**src/dpio_regs.vh**
```
// register offsets, reset values and line-mode codes for the dual pin port
`ifndef DPIO_REGS_VH
`define DPIO_REGS_VH
// ----------------------------------------
// register offsets (data-space index)
// ----------------------------------------
`define DPIO_OFS_A_VALUE 3'h0
`define DPIO_OFS_B_VALUE 3'h1
`define DPIO_OFS_A_DIR 3'h2
`define DPIO_OFS_B_DIR 3'h3
`define DPIO_OFS_A_OPT 3'h4
`define DPIO_OFS_B_OPT 3'h5
`define DPIO_OFS_EDGE 3'h6
// ----------------------------------------
// reset values and field positions
// ----------------------------------------
`define DPIO_RST_BYTE 8'h00
`define DPIO_RST_EDGE 2'h0
`define DPIO_EDGE_A_BIT 0
`define DPIO_EDGE_B_BIT 1
// ----------------------------------------
// line mode codes {direction, option, value}
// ----------------------------------------
`define DPIO_MODE_PULLUP 3'h0
`define DPIO_MODE_HIZ 3'h1
`define DPIO_MODE_IRQ 3'h2
`define DPIO_MODE_ANALOG 3'h3
// ----------------------------------------
// line ranges
// ----------------------------------------
`define DPIO_ANALOG_B_LINES 4
`define DPIO_HICUR_FIRST 4
`define DPIO_SERIAL_OUT_LINE 7
`endif

```
**src/dpio_line.v**
```verilog
// one pin line: mode decode, pin drive and interrupt edge detection
`timescale 1ns/100ps
module dpio_line #(
  parameter HAS_ANALOG = 1,
  parameter HAS_HICUR = 0,
  parameter HAS_SERIAL = 0
) (
  // clock and reset
  input wire clock,
  input wire rst_n,
  // configuration bits
  input wire dir_bit,
  input wire opt_bit,
  input wire val_bit,
  input wire rise_sel,
  input wire serial_out,
  // pin
  input wire pin_in,
  // decoded line controls
  output reg pin_out,
  output reg pin_oe,
  output reg pull_en,
  output reg analog_en,
  output reg hicur_en,
  output reg irq_en,
  output reg edge_hit
);
`include "dpio_regs.vh"
  reg sync1_q;
  reg sync2_q;
  reg last_q;
  wire [2:0] code;
  assign code = {dir_bit, opt_bit, val_bit};
  // ----------------------------------------
  // mode decode
  // ----------------------------------------
  always @* begin
    pull_en = 1'b0;
    analog_en = 1'b0;
    irq_en = 1'b0;
    pin_out = 1'b0;
    pin_oe = 1'b0;
    hicur_en = 1'b0;
    if (dir_bit) begin // RULE18
      if (opt_bit) begin // RULE16
        pin_out = val_bit;
        pin_oe = 1'b1;
      end else begin
        // open drain: drive only a low; line 7 of port b carries the serial data
        if (HAS_SERIAL != 0) begin // RULE19
          pin_oe = ~serial_out;
        end else begin
          pin_oe = ~val_bit;
        end
      end
      hicur_en = (HAS_HICUR != 0); // RULE16
    end else begin
      case (code) // RULE10 RULE17 RULE4
        `DPIO_MODE_PULLUP: begin
          pull_en = 1'b1;
        end
        `DPIO_MODE_HIZ: begin
          pull_en = 1'b0;
        end
        `DPIO_MODE_IRQ: begin
          pull_en = 1'b1;
          irq_en = 1'b1;
        end
        `DPIO_MODE_ANALOG: begin
          // lines without a converter input fall back to plain high impedance
          analog_en = (HAS_ANALOG != 0); // RULE13
        end
        default: begin
          pull_en = 1'b0;
        end
      endcase
    end
  end
  // ----------------------------------------
  // synchroniser and edge detect
  // ----------------------------------------
  always @(posedge clock or negedge rst_n) begin
    if (!rst_n) begin
      // start at the pull-up idle level, so leaving reset shows no false rising edge
      sync1_q <= 1'b1;
      sync2_q <= 1'b1;
      last_q <= 1'b1;
    end else begin
      sync1_q <= pin_in; // RULE20
      sync2_q <= sync1_q;
      last_q <= sync2_q;
    end
  end
  // edge hits only count while the line is in interrupt mode
  always @* begin
    edge_hit = irq_en & (rise_sel ? (sync2_q & ~last_q) : (~sync2_q & last_q)); // RULE12
  end
endmodule // dpio_line

```
**src/dpio_top.v**
```verilog
// dual 8-line pin port with data, direction and option registers
`timescale 1ns/100ps
// Notes on behaviour
// RULE1: sixteen lines, each software-set as input or output with an option
// RULE2: two ports of three registers; bit n steers line n
// RULE3: value read gives input pin levels; write sets output levels
// RULE4: on inputs the written value bit with option bit picks input kind
// RULE5: input value reads sample pins; writes go to latch
// RULE6: per-port direction register selects input or output per line
// RULE7: per-port option register selects the line option in both modes
// RULE8: all port registers read and write like data memory
// RULE9: reset clears every register: inputs with pull-up, no interrupt
// RULE10: input pull-up set by option and value codes; otherwise high impedance
// RULE11: interrupt-mode inputs of both ports ORed into one vector-two request
// RULE12: per-port edge-option register picks rising or falling interrupt edge
// RULE13: port a lines 0-7 and port b lines 0-3 offer analog input
// RULE14: software selects at most one analog line at a time
// RULE15: port b lines 5-7 also carry serial interface signals
// RULE16: outputs push-pull or open drain; port b lines 4-7 high-current drain
// RULE17: an input mode without pull-up or interrupt exists
// RULE18: decode 000 pullup,001 hiz,010 pullup+irq,011 analog,10x drain,11x push-pull
// RULE19: port b line 7 open drain drives serial shift output, not latch
// RULE20: interrupt inputs synchronised before edge detect; request lasts one clock or more
module dpio_top (
  // clock and reset
  input wire clock,
  input wire rst_n,
  // data-space register access
  input wire [2:0] reg_addr,
  input wire reg_wr,
  input wire reg_rd,
  input wire [7:0] reg_wdata,
  output reg [7:0] reg_rdata,
  // pins, port a in 7:0, port b in 15:8
  input wire [15:0] pin_in,
  output reg [15:0] pin_out,
  output reg [15:0] pin_oe,
  output reg [15:0] pin_pull_en,
  output reg [15:0] pin_hicur_en,
  // converter routing, port a lines 0-7 and port b lines 0-3
  output reg [11:0] analog_sel,
  // serial interface
  input wire serial_out,
  output reg serial_clk_in,
  output reg serial_data_in,
  // core interrupt request on vector two
  output reg pin_irq
);
`include "dpio_regs.vh"
  reg [7:0] a_value_q;
  reg [7:0] b_value_q;
  reg [7:0] a_dir_q;
  reg [7:0] b_dir_q;
  reg [7:0] a_opt_q;
  reg [7:0] b_opt_q;
  reg [1:0] edge_q;
  wire [15:0] value_w;
  wire [15:0] dir_w;
  wire [15:0] opt_w;
  wire [15:0] out_w;
  wire [15:0] oe_w;
  wire [15:0] pull_w;
  wire [15:0] ana_w;
  wire [15:0] hicur_w;
  wire [15:0] irqen_w;
  wire [15:0] hit_w;
  reg [7:0] rdata_d;
  assign value_w = {b_value_q, a_value_q};
  assign dir_w = {b_dir_q, a_dir_q};
  assign opt_w = {b_opt_q, a_opt_q};
  // pin value read: pins for inputs, latch for outputs
  function [7:0] value_view;
    input [7:0] dir;
    input [7:0] latch;
    input [7:0] pins;
    begin
      value_view = (dir & latch) | (~dir & pins); // RULE5
    end
  endfunction
  // ----------------------------------------
  // per-line logic
  // ----------------------------------------
  genvar i;
  generate
    for (i = 0; i < 16; i = i + 1) begin : g_line // RULE1
      dpio_line #(
        .HAS_ANALOG((i < 8) || (i < 8 + `DPIO_ANALOG_B_LINES)),
        .HAS_HICUR(i >= 8 + `DPIO_HICUR_FIRST),
        .HAS_SERIAL(i == 8 + `DPIO_SERIAL_OUT_LINE)
      ) u_line (
        .clock(clock),
        .rst_n(rst_n),
        .dir_bit(dir_w[i]), // RULE2
        .opt_bit(opt_w[i]),
        .val_bit(value_w[i]),
        .rise_sel(i < 8 ? edge_q[`DPIO_EDGE_A_BIT] : edge_q[`DPIO_EDGE_B_BIT]),
        .serial_out(serial_out),
        .pin_in(pin_in[i]),
        .pin_out(out_w[i]),
        .pin_oe(oe_w[i]),
        .pull_en(pull_w[i]),
        .analog_en(ana_w[i]),
        .hicur_en(hicur_w[i]),
        .irq_en(irqen_w[i]),
        .edge_hit(hit_w[i])
      );
    end
  endgenerate
  // ----------------------------------------
  // register writes
  // ----------------------------------------
  always @(posedge clock or negedge rst_n) begin
    if (!rst_n) begin
      a_value_q <= `DPIO_RST_BYTE; // RULE9
      b_value_q <= `DPIO_RST_BYTE;
      a_dir_q <= `DPIO_RST_BYTE;
      b_dir_q <= `DPIO_RST_BYTE;
      a_opt_q <= `DPIO_RST_BYTE;
      b_opt_q <= `DPIO_RST_BYTE;
      edge_q <= `DPIO_RST_EDGE;
    end else if (reg_wr) begin // RULE8
      case (reg_addr)
        `DPIO_OFS_A_VALUE: begin
          a_value_q <= reg_wdata; // RULE3
        end
        `DPIO_OFS_B_VALUE: begin
          b_value_q <= reg_wdata;
        end
        `DPIO_OFS_A_DIR: begin
          a_dir_q <= reg_wdata; // RULE6
        end
        `DPIO_OFS_B_DIR: begin
          b_dir_q <= reg_wdata;
        end
        `DPIO_OFS_A_OPT: begin
          a_opt_q <= reg_wdata; // RULE7
        end
        `DPIO_OFS_B_OPT: begin
          b_opt_q <= reg_wdata;
        end
        `DPIO_OFS_EDGE: begin
          edge_q <= reg_wdata[1:0]; // RULE12
        end
        default: begin
          edge_q <= edge_q;
        end
      endcase
    end
  end
  // ----------------------------------------
  // register reads
  // ----------------------------------------
  always @* begin
    case (reg_addr)
      `DPIO_OFS_A_VALUE: rdata_d = value_view(a_dir_q, a_value_q, pin_in[7:0]); // RULE3
      `DPIO_OFS_B_VALUE: rdata_d = value_view(b_dir_q, b_value_q, pin_in[15:8]);
      `DPIO_OFS_A_DIR: rdata_d = a_dir_q;
      `DPIO_OFS_B_DIR: rdata_d = b_dir_q;
      `DPIO_OFS_A_OPT: rdata_d = a_opt_q;
      `DPIO_OFS_B_OPT: rdata_d = b_opt_q;
      `DPIO_OFS_EDGE: rdata_d = {6'h00, edge_q};
      default: rdata_d = 8'h00;
    endcase
  end
  // ----------------------------------------
  // registered outputs
  // ----------------------------------------
  always @(posedge clock or negedge rst_n) begin
    if (!rst_n) begin
      reg_rdata <= 8'h00;
      pin_out <= 16'h0000;
      pin_oe <= 16'h0000;
      pin_pull_en <= 16'hffff;
      pin_hicur_en <= 16'h0000;
      analog_sel <= 12'h000;
      serial_clk_in <= 1'b0;
      serial_data_in <= 1'b0;
      pin_irq <= 1'b0;
    end else begin
      if (reg_rd) begin
        reg_rdata <= rdata_d;
      end
      pin_out <= out_w;
      pin_oe <= oe_w;
      pin_pull_en <= pull_w; // RULE10
      pin_hicur_en <= hicur_w; // RULE16
      // no guard against several analog lines: keeping to one is software's job
      analog_sel <= ana_w[11:0]; // RULE13 RULE14
      serial_clk_in <= pin_in[13]; // RULE15
      serial_data_in <= pin_in[14];
      pin_irq <= |(hit_w & irqen_w); // RULE11 RULE20
    end
  end
endmodule // dpio_top

```
**config.mk**
```make
export PLATFORM = sky130hd
export DESIGN_NAME = dpio_top
export DESIGN_NICKNAME = d
export VERILOG_FILES = /design/src/dpio_line.v /design/src/dpio_top.v
export VERILOG_INCLUDE_DIRS = /design/src
export SDC_FILE = /design/constraint.sdc
export NUM_CORES = 1
export LEC_CHECK = 0
export BUFFER_PORTS_ARGS = -buffer_cell sky130_fd_sc_hd__buf_2
export CAP_MARGIN = 5
export CORE_ASPECT_RATIO = 1.2
export CORE_MARGIN = 1.5
export CORE_UTILIZATION = 55
export CTS_BUF_LIST = sky130_fd_sc_hd__clkbuf_8
export DETAILED_ROUTE_END_ITERATION = 16
export PLACE_DENSITY = 0.79
export SLEW_MARGIN = 20
export SYNTH_ARGS = -nofsm -noshare
export SYNTH_HDL_FRONTEND = slang
export SYNTH_SLANG_ARGS = --single-unit
```
**constraint.sdc**
```tcl
create_clock -name clock -period 2.1 [get_ports clock]
set_input_delay 0.105 -clock clock [delete_from_list [all_inputs] [get_ports clock]]
set_output_delay 0.105 -clock clock [all_outputs]
set_load 0.01 [all_outputs]
```
==> results of run 1 <==
-- layout by cell type, fill, tap and decap left out, drive strengths merged, types with 2 or more instances in the layout --
cell type | netlist | routed
a211oi | 3 | 3
a21boi | 14 | 14
a21oi | 11 | 11
a22oi | 2 | 2
a32o | 2 | 2
and3 | 15 | 15
and3b | 18 | 18
buf | 21 | 123
bufinv | 0 | 3
clkbuf | 4 | 18
clkinv | 0 | 4
conb | 1 | 12
dfrtp | 109 | 109
dfstp | 64 | 64
dlygate4sd3 | 0 | 25
inv | 25 | 31
mux2 | 51 | 51
mux2i | 10 | 10
nand2 | 26 | 26
nand2b | 3 | 3
nand3 | 3 | 3
nand4b | 2 | 2
nor2 | 39 | 39
nor2b | 4 | 4
nor3 | 3 | 3
nor3b | 12 | 12
o2111ai | 5 | 5
o211ai | 12 | 12
o21ai | 15 | 15
o221ai | 2 | 2
o22a | 2 | 2
o22ai | 5 | 5
o2bb2ai | 2 | 2
o32ai | 2 | 2
or3b | 6 | 6
-- layer usage --
layer  part of all wire  track usage  vias up
met5                  0            0        -
met1               0.39        0.321     2277
met2               0.52        0.416      158
li1                   -            -     2040
met3              0.070       0.0544       31
met4              0.022        0.108        0
-- layout make-up --
type | count | share of cell area
Timing Repair Buffer | 148 | 0.116
Inverter | 25 | 0.0115
Tap cell | 161 | 0.0246
Clock inverter | 14 | 0.0217
Multi-Input combinational cell | 288 | 0.258
Sequential cell | 173 | 0.538
Clock buffer | 18 | 0.0302
-- final timing paths --
path,startpoint,endpoint,cells after the start
worst max-delay path,edge_q[0]$_DFFE_PN0P_,pin_irq$_DFF_PN0_,4
worst min-delay path,reg_wdata[1],b_dir_q[1]$_DFFE_PN0P_,2
worst max register to register,edge_q[0]$_DFFE_PN0P_,pin_irq$_DFF_PN0_,4
worst min register to register,g_line[13].u_line.sync1_q$_DFF_PN1_,g_line[13].u_line.sync2_q$_DFF_PN1_,0
max in group asynchronous,rst_n,g_line[10].u_line.sync2_q$_DFF_PN1_,3
min in group asynchronous,rst_n,pin_hicur_en[12]$_DFF_PN0_,2
-- power by group through the flow --
stage / logic [uW] / registers, uW / clock network (uW)
6_report: 1420 / 4420 / 2460
5_1_grt: 1550 / 4510 / 2610
4_1_cts: 1430 / 4410 / 2490
3_5_place_dp: 1390 / 4470 / 0
3_3_place_gp: 1350 / 4440 / 0
2_1_floorplan: 694 / 4500 / 0
-- sequential cells by signal, indices dropped and copies added (netlist names), 2 cells and up --
| register | cells |
|---|---|
| a_value_q | 8 |
| pin_oe | 16 |
| b_dir_q | 8 |
| pin_hicur_en | 4 |
| g_line.u_line.sync2_q | 16 |
| pin_pull_en | 16 |
| g_line.u_line.last_q | 16 |
| b_value_q | 8 |
| a_opt_q | 8 |
| analog_sel | 12 |
| edge_q | 2 |
| a_dir_q | 8 |
| g_line.u_line.sync1_q | 16 |
| reg_rdata | 8 |
| b_opt_q | 8 |
| pin_out | 16 |
-- per-stage QoR --
step	setup slack (ns)	hold slack (ns)	std cells	utilization	area, um^2
after global placement	0.328	0.0861	770	0.627	7520
after CTS	0.239	0.00491	827	0.683	8200
after global routing	0.110	0.00964	827	0.683	8200
final	0.221	0.0179	827	0.683	8200
after detailed placement	0.251	0.0964	770	0.627	7520
after floorplan	0.519	-0.191	511	-	6780
-- kinds of logic (layout without fill, tap and decap cells) --
group                  count (synthesis)  after routing
DFF                                  173            173
and+or+nand+nor                      134            134
AOI/OAI and AO/OA                     81             81
muxes                                 61             61
buffers and inverters                 50            205
other                                  1             12
-- repair_timing --
| item | CTS | global route |
|---|---|---|
| endpoints found under the hold margin | 115 | 0 |
| hold buffers | 25 | 0 |
| setup endpoints to repair | 0 | 0 |
==> out/metrics.yaml, run 1 <==
status: "finished, final reports clean"
register_area_um2: 4410
max_stage_delay_ns: 0.58
drc: 0
top_level_ports: 119
synth_compound_area_frac: 0.0861
cellLeakagePower_uw: 0.00391
crit_buf_inv: 0
power_frac_clock: 0.297
n_antenna_cell: 0
synth_warnings: 0
min_period_over_period: 0.895
cts_setup_buffers: 0
required_ns: 2.44
synthFlopType: "dfrtp_1"
switching_power_uw: 2430
synth-seq-cells: 173
synthTopCellsByArea: "dfrtp_1 (40%), dfstp_2 (25%), mux2_2 (8.2%), nor2_1 (2.0%), and3b_1 (1.8%)"
routabilityCongestion: 0.894
grt_setup_unrepaired: "no"
cts_resized: 0
synth-edff-count: 0
numCtsBuffers: 17
grt_overflow: 0
num-fill-cells: 917
die_h_um: 124
die_x_um: 104
layout-drive-gt1-share: 0.432
coreArea_um2: 12000
path_max_fanout: 18
cts_max_path_buffers: 2
syn_area_per_cell_um2: 13.5
min_period_ns: 1.88
r2r_slack_ns: 0.22
grt_max_degree: 71
io_buffers: 106
synthMuxAreaShare: 0.100
ant_nets: 0
p_per_area_nw_per_um2: 1010
maxSlewHeadroom: 0.651
cap_violations: 0
hold_viol: 0
firstDrtPassIters: 4
grtUsageTotal: 0.252
finalMaxSlewViolations: 0
critPathTopFamily: "simple AND/OR/NAND/NOR gates"
synth-seq-area-share: 0.654
synth_top_cells_by_count: "dfrtp_1 (109), dfstp_2 (64), mux2_2 (49)"
setup-violations-final: 0
synth_most_common_cell: "dfrtp_1"
multi_input_comb_area_um2: 2110
antenna_found_initial: 0
rows: 44
fin_tns_setup_ns: 0
cp_cell_sequence: "and3b_2, o211ai_1, o2111ai_1, or4_1"
drt-vias-per-instance: 5.45
syn_area_um2: 6740
end_kind: "register"
synth_xor_xnor_area_share: 0
synthArstFlopShare: 1.00
wire_per_inst_um: 18.5
hp-class: "input pin to register"
cts_tree: "yes"
syn2layout_area_growth_pct: 21.6
ys_types: 49
grt_pass1_wl_mm: 24.6
p_comb_frac: 0.171
synth_top_family_by_area: "simple AND/OR/NAND/NOR gates"
worstSetupPathType: "register to register"
synth_area_leader_cell: "dfrtp_1"
vias: 4506
finalClockSkew_ns: 0.0114
cts-root-buf: "clkbuf_8"
start_util: 0.562
dieArea_um2: 12900
grt_pass1_vias: 4531
peakVddDrop_mv: 0.455
netlist_instances: 500
yosysTopAreaCellShare: 0.405
cts_max_level: 4
slowest_stage: "dfrtp_1"
nNetsFinal: 685
worst_pin_slew_ns: 0.523
p_seq_frac: 0.533
dr.first_iter.drc_count: 234
worstPathArrival_ns: 2.22
p_int_uw: 5860
power.total_uw: 8300
fmax_mhz: 532
yosys.area_share.adder: 0
cts_sinks: 173
cp-start-kind: "register"
place_hpwl_mm: 10.5
drt_wl_total_mm: 15.3
p_sw_frac: 0.293
clk_pin_slew_ns: 0.09
clock_latency_ns: 0.47
yosys.area_share.simple: 0.121
Note: power is estimated with default switching activity, not from simulation.
==> run 2: changes to the inputs <==
PLACE_DENSITY = not set   (was 0.79)
PLACE_DENSITY_LB_ADDON = 0.1   (was not set)
==> run 2 against run 1 <==
  * Cell count fell by 0.36%
  * First-iteration DRC count fell by 20%
  * Wire length fell by 2.3%
  * Combinational power barely moved
  * Sequential share of layout area fell by 0.18 points
  * Sequential cell count did not move
  * Count of clock-buffer cells in the layout did not move
  * Register-to-register slack got worse by 0.06 ns
  * Critical path depth did not move
  * Sequential power barely moved
==> out/metrics.yaml, run 2 (synthesis gave the netlist of run 1 again) <==
status: "finished, final reports clean"
syn2layout_area_growth_pct: 22.0
rr_worst_depth: 4  # unchanged
wl_met1_mm: 6.52  # +9.3%
holdPathStages: 2  # unchanged
cts-root-buf: "clkbuf_8"
layout-drive-gt1-share: 0.424  # -0.00860
dr.first_iter.drc_count: 187  # -20%
top_level_ports: 119  # unchanged
clk_pin_slew_ns: 0.09  # about the same
final_cell_mix: "dfrtp_1 (109), buf_2 (105), dfstp_2 (64)"
layout_commonest_cell: "dfrtp_1"
multi_input_comb_area_um2: 2110  # unchanged
p_per_area_nw_per_um2: 1030  # +2.2%
r2r-start: "edge_q[1]$_DFFE_PN0P_"
worst_pin_slew_ns: 0.605  # +0.0822 ns
grtUsageTotal: 0.245  # -0.00640
clock_latency_ns: 0.45  # -0.02 ns
finalClockSkew_ns: 0.0100  # -0.00140 ns
dr_wl_met2_mm: 7.36  # -7.4%
cts_max_level: 4  # unchanged
fin_tns_setup_ns: 0  # unchanged
p_sw_frac: 0.273  # -0.0204
p_seq_frac: 0.519  # -0.014
num-fill-cells: 960  # +4.7%
peakVddDrop_mv: 0.464  # +2.1%
cts_max_path_buffers: 2  # unchanged
cts_sinks: 173  # unchanged
min_to: "b_opt_q[1]$_DFFE_PN0P_"
finalMaxSlewViolations: 0  # unchanged
crit_buf_inv: 0  # unchanged
wire_per_inst_um: 18.2  # -1.9%
grt_max_degree: 63  # -11%
switching_power_uw: 2320  # -4.6%
vias: 4440  # -1.5%
dieArea_um2: 12900  # unchanged
cts_setup_buffers: 0  # unchanged
grt_overflow: 0  # unchanged
p_comb_frac: 0.165  # -0.006
max_stage_delay_ns: 0.61  # +0.03 ns
fmax_mhz: 515  # -3.3%
cts_tree: "yes"
critPathTopFamily: "simple AND/OR/NAND/NOR gates"
path_max_fanout: 18  # unchanged
reg2reg_to: "pin_irq$_DFF_PN0_"
die_h_um: 124  # unchanged
ant_nets: 0  # unchanged
p_int_uw: 6190  # +5.5%
grt_pass1_wl_mm: 24.0  # -2.4%
firstDrtPassIters: 5  # +1
drc: 0  # unchanged
end_kind: "register"
highest_layer: "met5"
nNetsFinal: 682  # -0.44%
min_period_over_period: 0.925  # +0.0302
routabilityCongestion: 0.853  # -4.6%
cp_cell_sequence: "and3b_1, o211ai_1, o2111ai_1, or4_1"
drt_wl_total_mm: 15.0  # -2.3%
grt_pass1_vias: 4529  # -0.044%
start_util: 0.562  # unchanged
place_hpwl_mm: 10.2  # -2.1%
worstPathArrival_ns: 2.26  # +0.04 ns
cellLeakagePower_uw: 0.00392  # +0.43%
io_buffers: 106  # unchanged
min-delay-start: "reg_wdata[1]"
die_x_um: 104  # unchanged
n_antenna_cell: 0  # unchanged
hold-worst-slack_ns: 0.0348  # +0.0169 ns
worstSetupPathType: "register to register"
cp-start-kind: "register"
setup-violations-final: 0  # unchanged
slowest_stage: "dfrtp_1"
drt-vias-per-instance: 5.39  # -1.1%
rows: 44  # unchanged
numCtsBuffers: 17  # unchanged
hp-class: "input pin to register"
min_period_ns: 1.94  # +0.0633 ns
r2r_slack_ns: 0.16  # -0.06 ns
wl_met3_um: 699  # -34%
register_area_um2: 4410  # unchanged
grt_setup_unrepaired: "no"
power_frac_clock: 0.315  # +0.018
hold_viol: 0  # unchanged
coreArea_um2: 12000  # unchanged
maxSlewHeadroom: 0.596  # -0.0548
cap_violations: 0  # unchanged
antenna_found_initial: 1  # +1
required_ns: 2.42  # -0.02 ns
## run 2: cell types whose count changed in the layout (fill, tap and decap cells not counted), sizes merged
cell	delta
buf	-3
inv	-1
bufinv	+3
clkinv	-3
clkinvlp	+1
## run 2: metrics by stage
stage | cells | power (uW) | cell area (um^2) | utilization | setup WS [ns]
CTS | 824 | 8570 | 8220 | 0.685 | 0.156
detailed placement | 767 | 5860 | 7500 | 0.625 | 0.168
global route | 824 | 8920 | 8220 | 0.685 | 0.0694
floorplan | 511 | 5190 | 6780 | - | 0.519
global placement | 767 | 5800 | 7500 | 0.625 | 0.245
finish | 824 | 8510 | 8220 | 0.685 | 0.157
## run 2: what timing repair did
action	in CTS	in global routing
endpoints found under the setup margin	0	0
endpoints found under the hold margin	106	0
hold buffers	25	0
gates resized for setup	0	0
## run 2: worst max-delay path by stage
stage | slack (ns) | cells past startpoint | startpoint | end
3_3_place_gp | 0.24 | 4 | edge_q[1]$_DFFE_PN0P_ | pin_irq$_DFF_PN0_
6_report | 0.16 | 4 | edge_q[1]$_DFFE_PN0P_ | pin_irq$_DFF_PN0_
2_1_floorplan | 0.52 | 4 | g_line[3].u_line.last_q$_DFF_PN1_ | pin_irq$_DFF_PN0_
3_5_place_dp | 0.17 | 4 | edge_q[1]$_DFFE_PN0P_ | pin_irq$_DFF_PN0_
4_1_cts | 0.16 | 4 | edge_q[1]$_DFFE_PN0P_ | pin_irq$_DFF_PN0_
5_1_grt | 0.07 | 4 | edge_q[1]$_DFFE_PN0P_ | pin_irq$_DFF_PN0_
## run 2: power groups by stage
stage	combinational, uW	clock (uW)	sequential [uW]
floorplan	694	0	4500
CTS	1420	2730	4420
finish	1410	2680	4420
global route	1540	2880	4510
detailed placement	1380	0	4480
global placement	1350	0	4450
## run 2: layer usage
layer | GRT usage | vias up
met5 | 0 | -
met4 | 0.0931 | 2
met3 | 0.0560 | 29
met2 | 0.394 | 132
met1 | 0.327 | 2233
li1 | - | 2044
## run 2: layout make-up
type,count,area share
Sequential cell,173,0.536
Multi-Input combinational cell,288,0.257
Timing Repair Buffer,145,0.113
Clock buffer,18,0.0301
Clock inverter,14,0.0277
Tap cell,161,0.0245
Inverter,25,0.0114
==> run 3: changes to the inputs <==
ABC_AREA = 1   (was not set)
clock period = 1.9 ns   (was 2.1 ns; I/O delays follow)
==> run 3 against run 2 <==
  * Critical path type unchanged
  * Setup slack worse by 0.032 ns
  * Sequential power grew 6.6%
  * Cell count increased by 24%
  * Final area fell by 3.1%
  * Clock skew down 0.0012 ns
  * Count of clock-buffer cells in the layout decreased by 1
==> out/metrics.yaml, run 3 <==
p_seq_frac: 0.555  # +0.036
path_common_cell: "nand2_1"
drc: 0  # unchanged
fmax_mhz: 564  # +9.5%
firstDrtPassIters: 5  # unchanged
top_level_ports: 119  # unchanged
cp_cell_sequence: "inv_1, nand3b_1, nand2_1, nand2_1, nand2_1, inv_1, nand2_1, nor2_1, nand2_1"
synth_area_leader_cell: "dfrtp_1"
cts_max_level: 4  # unchanged
grt_max_degree: 58  # -7.9%
cts_max_path_buffers: 2  # unchanged
syn_area_um2: 6740  # about the same
synthTopCellsByArea: "dfrtp_1 (40%), dfstp_2 (25%), nand2_1 (12%), o21ai_0 (4.8%), nor2_1 (4.6%)"
layout_commonest_cell: "nand2_1"
rows: 44  # unchanged
grtUsageTotal: 0.252  # +0.00703
yosysTopAreaCellShare: 0.405  # about the same
grt_setup_unrepaired: "no"
io_buffers: 106  # unchanged
place_hpwl_mm: 11.3  # +10%
synth_warnings: 0  # unchanged
switching_power_uw: 2630  # +13%
synth-seq-area-share: 0.654  # about the same
cts_tree: "yes"
r2r_slack_ns: 0.13  # -0.03 ns
synth-seq-cells: 173  # unchanged
synth_top_cells_by_count: "nand2_1 (215), dfrtp_1 (109), nor2_1 (83)"
layout_setup_ws_ns: 0.125  # -0.0318 ns
worstPathArrival_ns: 2.11  # -0.15 ns
grt_pass1_wl_mm: 24.8  # +3.3%
routabilityCongestion: 0.904  # +6.0%
antenna_found_initial: 0  # -1
place_inst: 969  # +26%
wire_per_inst_um: 15.4  # -15%
syn_area_per_cell_um2: 9.46  # -30%
cts_resized: 0  # unchanged
clk_pin_slew_ns: 0.08  # about the same
pre_cts_slack_ns: 0.211  # +0.0435 ns
end_kind: "register"
synth-edff-count: 0  # unchanged
layout-drive-gt1-share: 0.249  # -0.175
hold_viol: 0  # unchanged
nNetsFinal: 878  # +29%
cellLeakagePower_uw: 0.00418  # +6.5%
ant_nets: 0  # unchanged
start_util: 0.562  # about the same
synthArstFlopShare: 1.00  # unchanged
finalMaxSlewViolations: 0  # unchanged
worstSetupPathType: "register to register"
numCtsBuffers: 17  # unchanged
path_max_fanout: 15  # -3
finalClockSkew_ns: 0.00882  # -0.00118 ns
drt-vias-per-instance: 5.00  # -7.2%
layout.cells.non_filler: 1020  # +24%
final_cell_mix: "nand2_1 (215), dfrtp_1 (109), buf_2 (105)"
clock_latency_ns: 0.45  # about the same
grt_pass1_vias: 4873  # +7.6%
worst_pin_slew_ns: 0.656  # +0.0504 ns
p_comb_frac: 0.171  # +0.006
maxSlewHeadroom: 0.563  # -0.0336
cts_setup_buffers: 0  # unchanged
max_stage_delay_ns: 0.77  # +0.16 ns
drt_wl_total_mm: 15.7  # +4.9%
dr.first_iter.drc_count: 338  # +81%
min_period_over_period: 0.934  # +0.00885
die_x_um: 104  # about the same
netlist_instances: 713  # +43%
fin_tns_setup_ns: 0  # unchanged
p_sw_frac: 0.310  # +0.0371
n_antenna_cell: 0  # unchanged
ys_types: 24  # -51%
grt_overflow: 0  # unchanged
p_per_area_nw_per_um2: 1060  # +2.9%
min_period_ns: 1.77  # -0.168 ns
slowest_stage: "dfrtp_1"
num-fill-cells: 1029  # +7.2%
hold_buffers: 19  # -24%
coreArea_um2: 12000  # unchanged
synthFlopType: "dfrtp_1"
cts_sinks: 173  # unchanged
required_ns: 2.23  # -0.19 ns
cts-root-buf: "clkbuf_8"
status: "finished, final reports clean"
vias: 5101  # +15%
p_int_uw: 5860  # -5.4%
hold-worst-slack_ns: 0.0240  # -0.0108 ns
cap_violations: 0  # unchanged
synth_most_common_cell: "nand2_1"
setup-violations-final: 0  # unchanged
cp-start-kind: "register"
power_frac_clock: 0.275  # -0.040
die_h_um: 124  # about the same
hp-class: "input pin to register"
dieArea_um2: 12900  # about the same
syn2layout_area_growth_pct: 18.2
peakVddDrop_mv: 0.626  # +35%
==> run 3: area by class of cell <==
| class | instances | area (um^2) | share of cell area |
|---|---|---|---|
| Sequential cell | 173 | 4410 | 0.553 |
| Multi-Input combinational cell | 449 | 1910 | 0.240 |
| Inverter | 73 | 274 | 0.0344 |
| Tap cell | 161 | 201 | 0.0253 |
| Timing Repair Buffer | 132 | 817 | 0.103 |
| Clock inverter | 15 | 123 | 0.0154 |
| Clock buffer | 17 | 234 | 0.0294 |
==> run 3: path summary, 6_finish.rpt <==
kind / start / end / cells past startpoint
setup reg to reg: edge_q[0]$_DFFE_PN0P_ / pin_irq$_DFF_PN0_ / 9
min in group asynchronous: rst_n / pin_oe[9]$_DFF_PN0_ / 2
hold reg to reg: g_line[7].u_line.sync1_q$_DFF_PN1_ / g_line[7].u_line.sync2_q$_DFF_PN1_ / 0
setup / recovery: edge_q[0]$_DFFE_PN0P_ / pin_irq$_DFF_PN0_ / 9
max in group asynchronous: rst_n / g_line[15].u_line.last_q$_DFF_PN1_ / 3
hold / removal: reg_wdata[2] / a_opt_q[2]$_DFFE_PN0P_ / 3
==> run 3: per-layer routing <==
metal  global-route usage  vias to the layer above  wire length [um]
met1                0.334                     2439              6650
li1                     -                     2458                 -
met5                    0                        -                 0
met2                0.408                      171              7750
met4                0.112                        0               529
met3               0.0476                       33               759
==> run 3: kinds of logic after synthesis <==
| family | count (synthesis) | share of synthesized area |
|---|---|---|
| simple gates | 360 | 0.219 |
| flops | 173 | 0.654 |
| buf+inv | 102 | 0.0690 |
| compound gates | 77 | 0.0575 |
| other cells | 1 | 0.000556 |
==> run 3: metrics by stage <==
step | utilization | total power (uW) | area (um^2)
global placement | 0.618 | 6140 | 7420
floorplan | - | 5510 | 6780
detailed placement | 0.618 | 6190 | 7420
global route | 0.664 | 8930 | 7970
finish | 0.664 | 8490 | 7970
CTS | 0.664 | 8550 | 7970
==> run 3: worst max-delay path: cells and delay by family (launching register included) <==
family / cells / cell delay (ns)
buffers and inverters: 2 / 0.29
and+or+nand+nor: 7 / 0.60
DFF: 1 / 0.77
==> run 3: power by group through the flow <==
stage | clock (uW) | sequential (uW) | combinational [uW]
2_1_floorplan | 0 | 4760 | 746
3_3_place_gp | 0 | 4750 | 1390
6_report | 2330 | 4710 | 1450
5_1_grt | 2530 | 4780 | 1630
4_1_cts | 2390 | 4700 | 1460
3_5_place_dp | 0 | 4760 | 1430
